**config.mk**
```make
export PLATFORM = sky130hd
export DESIGN_NAME = tief_detector
export DESIGN_NICKNAME = d
export VERILOG_FILES = /design/src/tief_pkg.sv /design/src/tief_detector.sv /design/src/tief_peak_det.sv
export VERILOG_INCLUDE_DIRS = /design/src
export SDC_FILE = /design/constraint.sdc
export NUM_CORES = 1
export LEC_CHECK = 0
export BUFFER_PORTS_ARGS = -buffer_cell sky130_fd_sc_hd__buf_2
export CAP_MARGIN = 10
export CORE_ASPECT_RATIO = 1.2
export CORE_MARGIN = 1
export CORE_UTILIZATION = 40
export DETAILED_ROUTE_END_ITERATION = 12
export PLACE_DENSITY = 0.63
export REMOVE_ABC_BUFFERS = 1
export SYNTH_ARGS = -nofsm -noshare
export SYNTH_HDL_FRONTEND = slang
export SYNTH_SLANG_ARGS = --single-unit
```
**constraint.sdc**
```tcl
create_clock -name sys_clk -period 32.2 [get_ports sys_clk]
set_clock_uncertainty 0.05 [all_clocks]
set_input_delay 4.83 -clock sys_clk [delete_from_list [all_inputs] [get_ports sys_clk]]
set_output_delay 4.83 -clock sys_clk [all_outputs]
set_load 0.01 [all_outputs]
```
**src/tief_params.svh**
```systemverilog
// constants of the transient intermittent earth fault detector
`ifndef TIEF_PARAMS_SVH
`define TIEF_PARAMS_SVH

// timing
`define TIEF_CLK_MHZ        250
`define TIEF_SAMPLE_US      625
`define TIEF_PEAK_SPACE_MS  10
`define TIEF_SAMPLES_10MS   ((`TIEF_PEAK_SPACE_MS * 1000) / `TIEF_SAMPLE_US)
`define TIEF_SAMPLES_20MS   (2 * `TIEF_SAMPLES_10MS)

// fixed current thresholds, nominal voltage and dropout ratio, 1 pu = 16'h1000
`define TIEF_THR_NORMAL     16'h0199
`define TIEF_THR_SENS       16'h00CD
`define TIEF_VOLT_NOM       16'h1000
`define TIEF_HYST_NUM       97
`define TIEF_HYST_DEN       100

// register byte offsets
`define TIEF_OFS_CTRL       8'h00
`define TIEF_OFS_STATUS     8'h04
`define TIEF_OFS_ERROR      8'h08
`define TIEF_GRP_REGION     2'b01

// group word 0: peaks and operation delay (20 ms units)
`define TIEF_PEAKS_LSB      0
`define TIEF_OPDLY_LSB      16
`define TIEF_W0_MASK        32'h3FFF_001F
`define TIEF_W0_RESET       32'h0008_0002
// group word 1: intermittent and reset delay (10 ms units)
`define TIEF_INT_LSB        0
`define TIEF_RST_LSB        16
`define TIEF_W1_MASK        32'h7FFF_7FFF
`define TIEF_W1_RESET       32'h0006_0014
// group word 2: voltage pickup percent, sensitive, channel b, reverse
`define TIEF_PCT_LSB        0
`define TIEF_SENS_BIT       8
`define TIEF_CHB_BIT        9
`define TIEF_REV_BIT        10
`define TIEF_W2_MASK        32'h0000_073F
`define TIEF_W2_RESET       32'h0000_000A

// setting limits
`define TIEF_PEAKS_MAX      20
`define TIEF_OPDLY_MAX      15000
`define TIEF_INT_MAX        30000
`define TIEF_RST_MIN        6
`define TIEF_RST_MAX        30000
`define TIEF_PCT_MAX        60

`endif

```
**src/tief_pkg.sv**
```systemverilog
// types of the transient intermittent earth fault detector
package tief_pkg;

  typedef enum logic [1:0] {ST_IDLE, ST_RUN, ST_TRIP} tief_state_t;
  typedef logic [1:0] tief_group_t;

endpackage : tief_pkg
```
**src/tief_detector.sv**
```systemverilog
// transient intermittent earth fault detector with AHB-Lite settings slave
// Operation
// [RULE1] one sample pair every 625 us
// [RULE2] direction from sign and timing, not amplitude
// [RULE3] threshold is normal 0.1 pu or sensitive
// [RULE4] trip needs delay, peaks, voltage, intermittent together
// [RULE5] voltage above pickup on the trip sample
// [RULE6] trip held for settable reset delay
// [RULE7] peak count settable 1 to 20
// [RULE8] operation delay 0.02 to 300 s
// [RULE9] intermittent time 0.01 to 300 s
// [RULE10] operation timer starts at first peak
// [RULE11] short count releases at intermittent timeout
// [RULE12] late last peak trips at once
// [RULE13] intermittent timeout before delay releases stage
// [RULE14] reject delay below peaks times 10 ms
// [RULE15] voltage pickup 1 percent steps, 0.97 dropout
// [RULE16] choose current channel and trip direction
// [RULE17] four setting groups, one active
// [RULE18] peak must exceed fundamental peak to trip
// [RULE19] start indication is its own output
// [RULE20] block input holds the detector inactive
// [RULE21] one count per excursion, re-arm below threshold
// [RULE22] release clears counters, timers and start
//
// Implementation choices: the register addresses and the AHB-Lite slave port.
`timescale 1ns/1ps
`default_nettype none
`include "tief_params.svh"
module tief_detector
  import tief_pkg::*;
#(
  parameter int SW            = 16,
  parameter int SAMPLE_CYCLES = `TIEF_SAMPLE_US * `TIEF_CLK_MHZ
)(
  input  wire logic                 sys_clk,
  input  wire logic                 sys_rst,
  input  wire logic                 hsel,
  input  wire logic [7:0]           haddr,
  input  wire logic [1:0]           htrans,
  input  wire logic                 hwrite,
  input  wire logic [2:0]           hsize,
  input  wire logic [31:0]          hwdata,
  input  wire logic                 hready,
  output logic      [31:0]          hrdata,
  output logic                      hreadyout,
  output logic                      hresp,
  input  wire logic signed [SW-1:0] curSampleA,
  input  wire logic signed [SW-1:0] curSampleB,
  input  wire logic        [SW-1:0] fundPeakA,
  input  wire logic        [SW-1:0] fundPeakB,
  input  wire logic signed [SW-1:0] voltSample,
  input  wire logic        [SW-1:0] voltMag,
  input  wire logic                 blockIn,
  output logic                      startOut,
  output logic                      tripOut
);

  localparam int DW = $clog2(SAMPLE_CYCLES);
  localparam logic [DW-1:0] DIV_LAST = DW'(SAMPLE_CYCLES - 1);
  localparam int TW = 20;

  ////////////////////////////////////////////////////////////////////////////
  // sample rate

  logic [DW-1:0] sampleDiv;
  logic          sampleStrobe;
  logic          stepNow;

  // one strobe per sample interval
  always_ff @(posedge sys_clk)
  begin
    if (sys_rst)
    begin
      sampleDiv    <= '0;
      sampleStrobe <= 1'b0;
      stepNow      <= 1'b0;
    end
    else
    begin
      sampleDiv    <= (sampleDiv == DIV_LAST) ? '0 : sampleDiv + 1'b1; // [RULE1]
      sampleStrobe <= (sampleDiv == DIV_LAST); // [RULE1]
      stepNow      <= sampleStrobe; // result cycle, aligned with peakHit
    end
  end

  ////////////////////////////////////////////////////////////////////////////
  // settings

  logic [31:0]  setMem [4][3];
  tief_group_t  activeGroup;
  logic         rejectFlag;
  logic [4:0]   peaksSet;
  logic [13:0]  opSet;
  logic [14:0]  intSet;
  logic [14:0]  rstSet;
  logic [5:0]   pctSet;
  logic         sensSet;
  logic         chbSet;
  logic         revSet;

  // fields of the active group
  always_comb
  begin
    peaksSet = setMem[activeGroup][0][`TIEF_PEAKS_LSB +: 5]; // [RULE17]
    opSet    = setMem[activeGroup][0][`TIEF_OPDLY_LSB +: 14];
    intSet   = setMem[activeGroup][1][`TIEF_INT_LSB +: 15];
    rstSet   = setMem[activeGroup][1][`TIEF_RST_LSB +: 15];
    pctSet   = setMem[activeGroup][2][`TIEF_PCT_LSB +: 6];
    sensSet  = setMem[activeGroup][2][`TIEF_SENS_BIT];
    chbSet   = setMem[activeGroup][2][`TIEF_CHB_BIT];
    revSet   = setMem[activeGroup][2][`TIEF_REV_BIT];
  end

  // range check of a group word; a bad word is refused whole
  function automatic logic wordOk(input logic [1:0] w, input logic [31:0] d);
    logic [4:0]  pk;
    logic [13:0] op;
    logic [14:0] it;
    logic [14:0] rs;
    logic [5:0]  pc;
    pk = d[`TIEF_PEAKS_LSB +: 5];
    op = d[`TIEF_OPDLY_LSB +: 14];
    it = d[`TIEF_INT_LSB +: 15];
    rs = d[`TIEF_RST_LSB +: 15];
    pc = d[`TIEF_PCT_LSB +: 6];
    case (w)
      2'd0: wordOk = pk >= 5'd1 && pk <= 5'(`TIEF_PEAKS_MAX) // [RULE7]
                     && op >= 14'd1 && op <= 14'(`TIEF_OPDLY_MAX) // [RULE8]
                     && {op, 1'b0} >= 15'(pk); // [RULE14]
      2'd1: wordOk = it >= 15'd1 && it <= 15'(`TIEF_INT_MAX) // [RULE9]
                     && rs >= 15'(`TIEF_RST_MIN) && rs <= 15'(`TIEF_RST_MAX); // [RULE6]
      2'd2: wordOk = pc >= 6'd1 && pc <= 6'(`TIEF_PCT_MAX); // [RULE15]
      default: wordOk = 1'b0;
    endcase
  endfunction : wordOk

  ////////////////////////////////////////////////////////////////////////////
  // AHB-Lite slave, zero wait states

  logic       dpWrite;
  logic [7:0] dpAddr;
  logic       addrPhase;
  logic       grpHit;
  logic       grpWordOk;

  assign addrPhase = hsel && hready && htrans[1];
  assign grpHit    = dpAddr[7:6] == `TIEF_GRP_REGION && dpAddr[3:2] != 2'd3;
  assign grpWordOk = wordOk(dpAddr[3:2], hwdata);

  // address phase capture
  always_ff @(posedge sys_clk)
  begin
    if (sys_rst)
    begin
      dpWrite <= 1'b0;
      dpAddr  <= '0;
    end
    else
    begin
      dpWrite <= addrPhase && hwrite;
      dpAddr  <= haddr;
    end
  end

  // response is always ready and OKAY
  always_ff @(posedge sys_clk)
  begin
    if (sys_rst)
    begin
      hreadyout <= 1'b1;
      hresp     <= 1'b0;
    end
    else
    begin
      hreadyout <= 1'b1;
      hresp     <= 1'b0;
    end
  end

  // group memory and active group writes
  always_ff @(posedge sys_clk)
  begin
    if (sys_rst)
    begin
      activeGroup <= '0;
      for (int g = 0; g < 4; g++)
      begin
        setMem[g][0] <= `TIEF_W0_RESET;
        setMem[g][1] <= `TIEF_W1_RESET;
        setMem[g][2] <= `TIEF_W2_RESET;
      end
    end
    else if (dpWrite)
    begin
      if (dpAddr == `TIEF_OFS_CTRL)
        activeGroup <= hwdata[1:0]; // [RULE17]
      else if (grpHit && grpWordOk)
        case (dpAddr[3:2])
          2'd0: setMem[dpAddr[5:4]][0] <= hwdata & `TIEF_W0_MASK;
          2'd1: setMem[dpAddr[5:4]][1] <= hwdata & `TIEF_W1_MASK;
          default: setMem[dpAddr[5:4]][2] <= hwdata & `TIEF_W2_MASK;
        endcase
    end
  end

  // sticky refusal flag; a new refusal beats a clear in the same cycle
  always_ff @(posedge sys_clk)
  begin
    if (sys_rst)
      rejectFlag <= 1'b0;
    else if (dpWrite && grpHit && !grpWordOk)
      rejectFlag <= 1'b1; // [RULE14]
    else if (dpWrite && dpAddr == `TIEF_OFS_ERROR && hwdata[0])
      rejectFlag <= 1'b0;
  end

  ////////////////////////////////////////////////////////////////////////////
  // peak detection and residual voltage

  logic peakHit;
  logic aboveFund;
  logic voltOk;

  tief_peak_det #(
    .SW (SW)
  ) u_peak (
    .sys_clk      (sys_clk),
    .sys_rst      (sys_rst),
    .sampleStrobe (sampleStrobe),
    .curSample    (chbSet ? curSampleB : curSampleA), // [RULE16]
    .voltSample   (voltSample),
    .fundPeak     (chbSet ? fundPeakB : fundPeakA), // [RULE18]
    .sensitive    (sensSet),
    .reverse      (revSet),
    .peakHit      (peakHit),
    .aboveFund    (aboveFund)
  );

  logic [31:0] voltScaled;
  logic [31:0] pickScaled;

  // scaled by the ratio denominator so the 0.97 dropout stays integer
  assign voltScaled = 32'(voltMag) * 32'(`TIEF_HYST_DEN) * 32'(`TIEF_HYST_DEN);
  assign pickScaled = 32'(pctSet) * 32'(`TIEF_VOLT_NOM) * 32'(`TIEF_HYST_DEN);

  // voltage condition with hysteresis, updated per sample
  always_ff @(posedge sys_clk)
  begin
    if (sys_rst)
      voltOk <= 1'b0;
    else if (sampleStrobe && !voltOk && voltScaled > pickScaled)
      voltOk <= 1'b1; // [RULE15]
    else if (sampleStrobe && voltOk
             && voltScaled < pickScaled / 32'(`TIEF_HYST_DEN) * 32'(`TIEF_HYST_NUM))
      voltOk <= 1'b0; // [RULE15]
  end

  ////////////////////////////////////////////////////////////////////////////
  // sequence: start, timers, trip and release

  tief_state_t   state;
  tief_state_t   next_state;
  logic [TW-1:0] opTimer;
  logic [TW-1:0] intTimer;
  logic [TW-1:0] rstTimer;
  logic [4:0]    peakCount;
  logic          transSeen;
  logic [TW-1:0] opLim;
  logic [TW-1:0] intLim;
  logic [TW-1:0] rstLim;
  logic [4:0]    next_peakCount;
  logic          next_transSeen;
  logic          opDone;
  logic          intDone;
  logic          rstDone;

  // settings turned into sample counts
  assign opLim  = TW'(32'(opSet) * `TIEF_SAMPLES_20MS);
  assign intLim = TW'(32'(intSet) * `TIEF_SAMPLES_10MS);
  assign rstLim = TW'(32'(rstSet) * `TIEF_SAMPLES_10MS);

  // decisions are taken in the result cycle of every sample, so timeouts need no peak
  always_comb
  begin
    next_peakCount = (peakHit && peakCount != 5'h1F) ? peakCount + 1'b1 : peakCount;
    next_transSeen = transSeen || (peakHit && aboveFund); // [RULE18]
    opDone         = opTimer + 1'b1 >= opLim;
    intDone        = !peakHit && intTimer + 1'b1 >= intLim;
    rstDone        = !(peakHit && voltOk) && rstTimer + 1'b1 >= rstLim;
    next_state     = state;
    case (state)
      ST_IDLE:
        if (peakHit)
          next_state = ST_RUN; // [RULE10]
      ST_RUN:
        if (opDone && next_peakCount >= peaksSet && voltOk && next_transSeen)
          next_state = ST_TRIP; // [RULE4] [RULE5] [RULE12]
        else if (intDone)
          next_state = ST_IDLE; // [RULE11] [RULE13]
      ST_TRIP:
        if (rstDone)
          next_state = ST_IDLE; // [RULE6]
      default:
        next_state = ST_IDLE;
    endcase
  end

  // state register; block input forces release at any time
  always_ff @(posedge sys_clk)
  begin
    if (sys_rst || blockIn)
      state <= ST_IDLE; // [RULE20]
    else if (stepNow)
      state <= next_state;
  end

  // timers run one count per sample, evaluated on the delayed hit cycle
  always_ff @(posedge sys_clk)
  begin
    if (sys_rst || blockIn || (stepNow && next_state == ST_IDLE && state != ST_IDLE))
    begin
      opTimer   <= '0; // [RULE22]
      intTimer  <= '0;
      rstTimer  <= '0;
      peakCount <= '0;
      transSeen <= 1'b0;
    end
    else if (stepNow && state == ST_IDLE)
    begin
      peakCount <= peakHit ? 5'd1 : 5'd0; // [RULE10]
      transSeen <= peakHit && aboveFund;
    end
    else if (stepNow && state == ST_RUN)
    begin
      opTimer   <= opTimer + 1'b1; // [RULE10]
      intTimer  <= peakHit ? '0 : intTimer + 1'b1;
      peakCount <= next_peakCount;
      transSeen <= next_transSeen;
    end
    else if (stepNow && state == ST_TRIP)
      rstTimer  <= (peakHit && voltOk) ? '0 : rstTimer + 1'b1; // [RULE6]
  end

  // outputs follow the state register
  always_ff @(posedge sys_clk)
  begin
    if (sys_rst || blockIn)
    begin
      startOut <= 1'b0; // [RULE20]
      tripOut  <= 1'b0;
    end
    else if (stepNow)
    begin
      startOut <= next_state != ST_IDLE; // [RULE19] [RULE22]
      tripOut  <= next_state == ST_TRIP;
    end
  end

  ////////////////////////////////////////////////////////////////////////////
  // register read

  logic [31:0] statusWord;

  assign statusWord = {14'h0, activeGroup, 3'h0, peakCount, 4'h0,
                       blockIn, voltOk, tripOut, startOut};

  // read data prepared in the address phase so hrdata is a flip-flop
  always_ff @(posedge sys_clk)
  begin
    if (sys_rst)
      hrdata <= '0;
    else if (addrPhase && !hwrite)
    begin
      if (haddr == `TIEF_OFS_CTRL)
        hrdata <= {30'h0, activeGroup};
      else if (haddr == `TIEF_OFS_STATUS)
        hrdata <= statusWord;
      else if (haddr == `TIEF_OFS_ERROR)
        hrdata <= {31'h0, rejectFlag};
      else if (haddr[7:6] == `TIEF_GRP_REGION && haddr[3:2] != 2'd3)
        hrdata <= setMem[haddr[5:4]][haddr[3:2]];
      else
        hrdata <= '0;
    end
  end

endmodule : tief_detector
`default_nettype wire

```
**src/tief_peak_det.sv**
```systemverilog
// directional peak detector for one residual current sample stream
`timescale 1ns/1ps
`default_nettype none
`include "tief_params.svh"
module tief_peak_det
  import tief_pkg::*;
#(
  parameter int SW = 16
)(
  input  wire logic                 sys_clk,
  input  wire logic                 sys_rst,
  input  wire logic                 sampleStrobe,
  input  wire logic signed [SW-1:0] curSample,
  input  wire logic signed [SW-1:0] voltSample,
  input  wire logic        [SW-1:0] fundPeak,
  input  wire logic                 sensitive,
  input  wire logic                 reverse,
  output logic                      peakHit,
  output logic                      aboveFund
);

  logic [SW:0] curMag;
  logic [SW:0] thr;
  logic        above;
  logic        inDir;
  logic        armed;

  // magnitude one bit wider so the most negative code cannot wrap
  always_comb
  begin
    curMag = curSample[SW-1] ? (SW+1)'(-{curSample[SW-1], curSample})
                             : {1'b0, curSample};
    thr    = sensitive ? (SW+1)'(`TIEF_THR_SENS) : (SW+1)'(`TIEF_THR_NORMAL);
    above  = curMag > thr; // [RULE3]
    // forward fault current opposes the residual voltage; size plays no part
    inDir  = (curSample[SW-1] ^ voltSample[SW-1]) ^ reverse; // [RULE2] [RULE16]
  end

  // one count per excursion, re-armed only below threshold
  always_ff @(posedge sys_clk)
  begin
    if (sys_rst)
      armed <= 1'b1;
    else if (sampleStrobe && !above)
      armed <= 1'b1; // [RULE21]
    else if (sampleStrobe && inDir)
      armed <= 1'b0; // [RULE21]
  end

  // hit pulse and fundamental comparison, one cycle after the strobe
  always_ff @(posedge sys_clk)
  begin
    if (sys_rst)
    begin
      peakHit   <= 1'b0;
      aboveFund <= 1'b0;
    end
    else
    begin
      peakHit   <= sampleStrobe && above && armed && inDir; // [RULE21]
      aboveFund <= curMag > {1'b0, fundPeak}; // [RULE18]
    end
  end

endmodule : tief_peak_det
`default_nettype wire

```
==> summary.txt, run 1 <==
STA
  • Fmax: 33.6 MHz
  • Setup TNS: 0 ps
  • Max-slew headroom: between 10% and 20%
  • Final hold violation count: 0
  • Final period utilization: 92.5%
  • Final min period: roughly 30000 ps
  • Fin. max-slew vios: 0
  • RSZ-0062 raised after global routing: false
  • Worst slew pin tran: 1210 ps
  • Final setup vio count: 0

Run status
  • Status: completed

Placement
  • Port bufs: 157
  • Placer Congestion: between 0.8 and 0.9
  • DPL Wire Length: ~66000 um

Global route
  • Remaining global-route overflow: 0
  • First-pass GRT wire length: around 140000 um
  • Antenna violations before repair: 2
  • Vias in the first global route: 26400
  • Tot GR Track Use: a little over a fifth
  • Largest net degree at the start of global routing: 57

Floorplan
  • Num rows: 115
  • Core Box Area: a little over 80000 sq um
  • I/O pin total: approximately 180
  • Die height: between 300 and 400 um
  • Initial Util: between 40 and 50%
  • Die Span X: between 200 and 300 um
  • DIE AREA: around 84000 sq um

Job
  • # Max-Cap Violations: 0

Clock network
  • Sink Count: between 300 and 400
  • Clock Tree Buf Depth: 3
  • CTS Hold Bufs: 0
  • Clk Latency, worst-skew pair: approximately 570 ps
  • CTS Buf Count: between 40 and 50
  • CTS tree: done
  • Clk root buf: clkbuf_16
  • H-tree depth: 2
  • Clock slew at reported path FFs: around 60 ps

Routing
  • First drt pass iteration count: 6
  • Vias per std cell: approximately 5.7
  • Avg WL per Cell: approximately 19 um
  • Routed Antenna Nets: 0
  • Vias: approximately 27000
  • Initial drt markers: approximately 1700
  • Final wirelength: around 90000 um
  • DRC: 0

Critical path
  • Worst Setup Start Kind: register
  • CP required: approximately 33000 ps
  • Crit end category: register
  • Most frequent cell on the critical path: ha_1
  • Crit-path slowest cell: or4_1
  • CP Max Fanout: 20
  • Delay of the slowest critical-path stage: around 780 ps
  • Crit Path Class: reg -> reg
  • WP data arrival: 30170 ps

Final layout
  • Multi-input gate area: roughly 22000 sq um
  • Layout cell share with drive strength beyond 1: about 14%
  • Final nets: 4121
  • Area Growth Syn to Fin: 9.47%
  • Register Area: about 9700 sq um
  • Fillcell total: 7905

Logic synthesis
  • Synth async-reset ratio: 0%
  • Largest cells by area after synthesis: edfxtp_1 (21%), ha_1 (14%), dfxtp_1 (8.3%), mux4_2 (7.8%), and2_1 (3.7%)
  • Avg Synthesized Cell Area: 9.52 sq um
  • Yosys top cell by area: edfxtp_1
  • Mapped Area: about 33000 sq um
  • Post-synth EDFFs: 232
  • Post-synth top area share: a little over a fifth
  • Synth Register Bits: 370
  • Main flop type after synthesis: edfxtp_1
  • Synth Instances: approximately 3500
  • Synth Warn #: 0
  • Count of cell types in the netlist: between 100 and 150
  • Sequential share of the synthesized area: 29.3%

Hold path
  • Type of the most critical hold path: reg -> reg
==> final cells by class <==
type	instances	share of cell area (%)
inverters	264	2.78
clock inverters	24	0.613
diodes	2	0.0138
repair buffers	197	3.00
flip-flops and latches	370	26.8
well taps	1053	3.63
multi-input cells	2699	60.2
clock buffers	52	3.02
==> flip-flops by register name, summed over array words and instances, names as in the netlist, 5 cells and up, named ones only <==
register / count
setMem: 232
hrdata: 30
intTimer: 20
opTimer: 20
rstTimer: 20
sampleDiv: 18
dpAddr: 8
peakCount: 5
==> logic make-up after synthesis <==
family | count (synthesis) | share of synthesized area, %
AND/OR/NAND/NOR | 1164 | 18.6
XOR/XNOR | 190 | 5.08
multiplexers | 207 | 10.7
adder cells (fa/ha/maj) | 402 | 16.0
AO/OA/AOI/OAI | 732 | 15.2
flip-flops | 370 | 29.3
other | 2 | 0.0226
buffers and inverters | 421 | 5.07
==> stage by stage <==
step	std cells	hold slack (ps)	setup WS [ps]	area (sq um)	util [%]
6_report	4661	391	2400	36300	44.3
5_1_grt	4659	425	19.9	36300	44.3
4_1_cts	4658	391	1500	36300	44.2
3_5_place_dp	4582	378	1660	34900	42.6
3_3_place_gp	4582	374	1680	34900	42.6
2_1_floorplan	3333	360	3180	32500	-
==> worst paths after layout <==
kind	startpoint	endpoint	slack [ps]	cells past startpoint
hold reg to reg	u_peak.armed$_SDFFE_PP1P_	u_peak.peakHit$_SDFF_PP0_	390	2
setup reg to reg	register	voltOk$_SDFFE_PP0P_	2400	121
setup / recovery	register	voltOk$_SDFFE_PP0P_	2400	121
hold / removal	u_peak.armed$_SDFFE_PP1P_	u_peak.peakHit$_SDFF_PP0_	390	2
==> critical path, delay by kind of cell, from the launching register on <==
kind | cells | cell delay, ps
AOI/OAI and AO/OA | 39 | 7660
xor gates and xnor gates | 1 | 300
adders and majority gates | 22 | 8020
buffers and inverters | 7 | 1400
DFF | 1 | 530
muxes | 4 | 1370
and+or+nand+nor | 48 | 10240
==> synth_stat cells (11+ instances only) <==
master and count:
nand4_1 34, o21bai_1 22, a22oi_1 67, fa_1 39, nor3b_1 13, o211ai_1 27, clkbuf_1 109, o21a_1 20
a21o_1 31, inv_1 249, a31oi_1 29, a211oi_1 12, xor2_1 91, mux2i_1 64, nand2b_1 43, a21oi_1 190
mux4_2 115, edfxtp_1 232, nor2b_1 58, o21ai_1 11, nand3_1 88, or2_2 27, and3_1 43, ha_1 362
dfxtp_1 138, xnor2_1 97, buf_2 17, nor4_1 27, and2_1 195, or4_1 15, mux2_2 23, a211o_1 12
buf_1 18, nand2_1 186, o21ai_0 130, nor3_1 83, nor2_1 274, or3_1 23
==> metal layers <==
layer,track usage [%],vias to the layer above,wire (um)
li1,-,13000,-
met2,36.8,666,44100
met1,26.0,13000,38100
met5,0,-,13
met3,2.70,156,4370
met4,7.09,2,2790
==> cell usage in the layout, fill, tap and decap left out, types with 12 or more instances in the layout <==
master	n
buf_4	41
edfxtp_1	232
o21a_1	19
a22oi_1	67
or4_1	15
a211o_1	12
nor2b_1	57
ha_1	361
and3_1	43
fa_1	38
nor4_1	27
nand2b_1	43
mux4_2	115
mux2_2	23
a31oi_1	28
nand3_1	88
or2_2	27
o211ai_1	27
mux2i_1	64
dfxtp_1	136
xor2_1	91
nand4_1	34
o21bai_1	22
inv_1	248
a211oi_1	12
o21ai_0	129
and2_1	195
or3_1	22
nor3_1	82
a21o_1	31
nor2_1	271
buf_2	156
nand2_1	186
nor3b_1	13
xnor2_1	96
clkbuf_16	42
a21oi_1	190
==> timing repair <==
| item | in CTS | in global routing |
|---|---|---|
| gates resized for setup | 0 | 14 |
| buffers inserted | 0 | 1 |
| hold endpoints to repair | 0 | 0 |
| setup endpoints to repair | 0 | 1 |
Power of run 1 is left out: the tool's default activity adds up to more than one toggle a clock period on the data nets, which glitch-free logic cannot reach.
==> run 2, diff against run 1 <==
- clock period: 32.2 -> 32.7 ns (I/O delays scaled with it)
==> summary.txt, run 2 (synthesized netlist as in run 1, its figures left out) <==
Final layout
  • Antenna cells: 0 (-2)
  • Register Area: 9730 sq um (unchanged)
  • Final nets: 4121 (unchanged)
  • Area Growth Syn to Fin: 9.50% (about the same)
  • Max FFs per register: 232 (unchanged)
  • Layout cell share with drive strength beyond 1: 14.3% (+0.059 points)
  • Fillcell total: 7875 (-0.38%)
  • Post-layout util: 44.3% (about the same)
  • Largest reg by FF count: setMem
  • Multi-input gate area: 21900 sq um (about the same)
  • Commonest cells after routing, fill and taps aside: ha_1 (362), nor2_1 (270), inv_1 (248), edfxtp_1 (232), and2_1 (195)
  • Regs by FF count: setMem (232), hrdata (30)
  • Leading cell type in the layout, fill and taps excluded: ha_1

Floorplan
  • Die height: 318 um (unchanged)
  • Core Box Area: 82000 sq um (unchanged)
  • Initial Util: 40.5% (unchanged)
  • Die Span X: 265 um (unchanged)
  • DIE AREA: 84200 sq um (unchanged)
  • I/O pin total: 183 (unchanged)
  • Num rows: 115 (unchanged)

Routing
  • Vias per std cell: 5.73 (-0.27%)
  • Routed Antenna Nets: 0 (unchanged)
  • DRC: 0 (unchanged)
  • Avg WL per Cell: 19.2 um (about the same)
  • Initial drt markers: 1962 (+13%)
  • First drt pass iteration count: 5 (-1)
  • Final wirelength: 89400 um (about the same)
  • Vias: 26700 (-0.34%)

STA
  • Final period utilization: 92.5% (about the same)
  • Worst slew pin tran: 1110 ps (-92.1 ps)
  • Final min period: 30230 ps (+436 ps)
  • Final hold violation count: 0 (unchanged)
  • Fmax: 33.1 MHz (-1.4%)
  • Max-slew headroom: 25.2% (+5.9 points)
  • Setup TNS: 0 ps (unchanged)
  • RSZ-0062 raised after global routing: false
  • Fin. max-slew vios: 0 (unchanged)
  • Final setup vio count: 0 (unchanged)

Clock network
  • Clock slew at reported path FFs: 60 ps (about the same)
  • Sink Count: 370 (unchanged)
  • CTS Buf Count: 41 (unchanged)
  • Clk Latency, worst-skew pair: 570 ps (about the same)
  • CTS tree: done
  • Post-CTS Setup Inserts: 0 (unchanged)
  • Clock Tree Buf Depth: 3 (unchanged)
  • CTS Hold Bufs: 0 (unchanged)
  • Clk root buf: clkbuf_16
  • H-tree depth: 2 (unchanged)

Critical path
  • CP required: 33070 ps (+500 ps)
  • Crit end category: register
  • Crit Path Class: reg -> reg
  • Critical path buffers and inverters: 8 (+1)
  • Worst path top cell family by delay: simple AND/OR/NAND/NOR gates
  • CP Max Fanout: 23 (+15%)
  • Delay of the slowest critical-path stage: 770 ps (about the same)
  • Most frequent cell on the critical path: ha_1
  • WP data arrival: 30600 ps (+430 ps)
  • Crit-path slowest cell: or4_1
  • Worst Setup Start Kind: register

Placement
  • Port bufs: 157 (unchanged)
  • DPL Wire Length: 65300 um (-0.29%)
  • Placer Congestion: 0.872 (-1.2%)

Hold path
  • Type of the most critical hold path: reg -> reg

Run status
  • Status: completed

Global route
  • Vias in the first global route: 25900 (-2.1%)
  • Tot GR Track Use: 20.8% (about the same)
  • Antenna violations before repair: 3 (+1)
  • Largest net degree at the start of global routing: 57 (unchanged)
  • Remaining global-route overflow: 0 (unchanged)
  • First-pass GRT wire length: 141000 um (+0.24%)

Job
  • # Max-Cap Violations: 0 (unchanged)
## run 2: final timing paths
path                                   from                         to  slack [ps]  cells after the start
hold / removal    u_peak.armed$_SDFFE_PP1P_  u_peak.peakHit$_SDFF_PP0_         390                      2
setup reg to reg                   register        voltOk$_SDFFE_PP0P_        2470                    123
hold reg to reg   u_peak.armed$_SDFFE_PP1P_  u_peak.peakHit$_SDFF_PP0_         390                      2
setup / recovery                   register        voltOk$_SDFFE_PP0P_        2470                    123
## run 2: cell type report
cell class	count	area share [%]
multi-input cells	2699	60.1
clock inverters	18	0.509
flip-flops and latches	370	26.8
inverters	264	2.77
well taps	1053	3.62
repair buffers	197	3.01
clock buffers	57	3.17
## run 2: per-stage QoR
step	area [sq um]	hold WS [ps]	cells	setup WS (ps)
3_3_place_gp	35000	375	4583	1880
6_report	36300	393	4658	2470
4_1_cts	36300	395	4658	1610
2_1_floorplan	32500	360	3333	3680
5_1_grt	36300	416	4658	0.849
3_5_place_dp	35000	385	4583	1800
## run 2: tightest hold or removal path: cells and delay by family, from the launching register on
kind | cells | cell delay, ps
flip-flops | 1 | 310
AND/OR/NAND/NOR | 2 | 90
## run 2: routing by layer
layer  GRT usage, %  vias to the layer above  wire, um
met5              0                        -        22
met4           6.06                        4      2380
met3           1.74                      146      4070
met2           36.8                      728     44400
met1           27.0                    12800     38500
li1               -                    13000         -
## run 2: timing repair
item,CTS,global route
endpoints found under the hold margin,0,0
setup endpoints to repair,0,1
resized for setup,0,12
Power of run 2 is left out for the same reason.
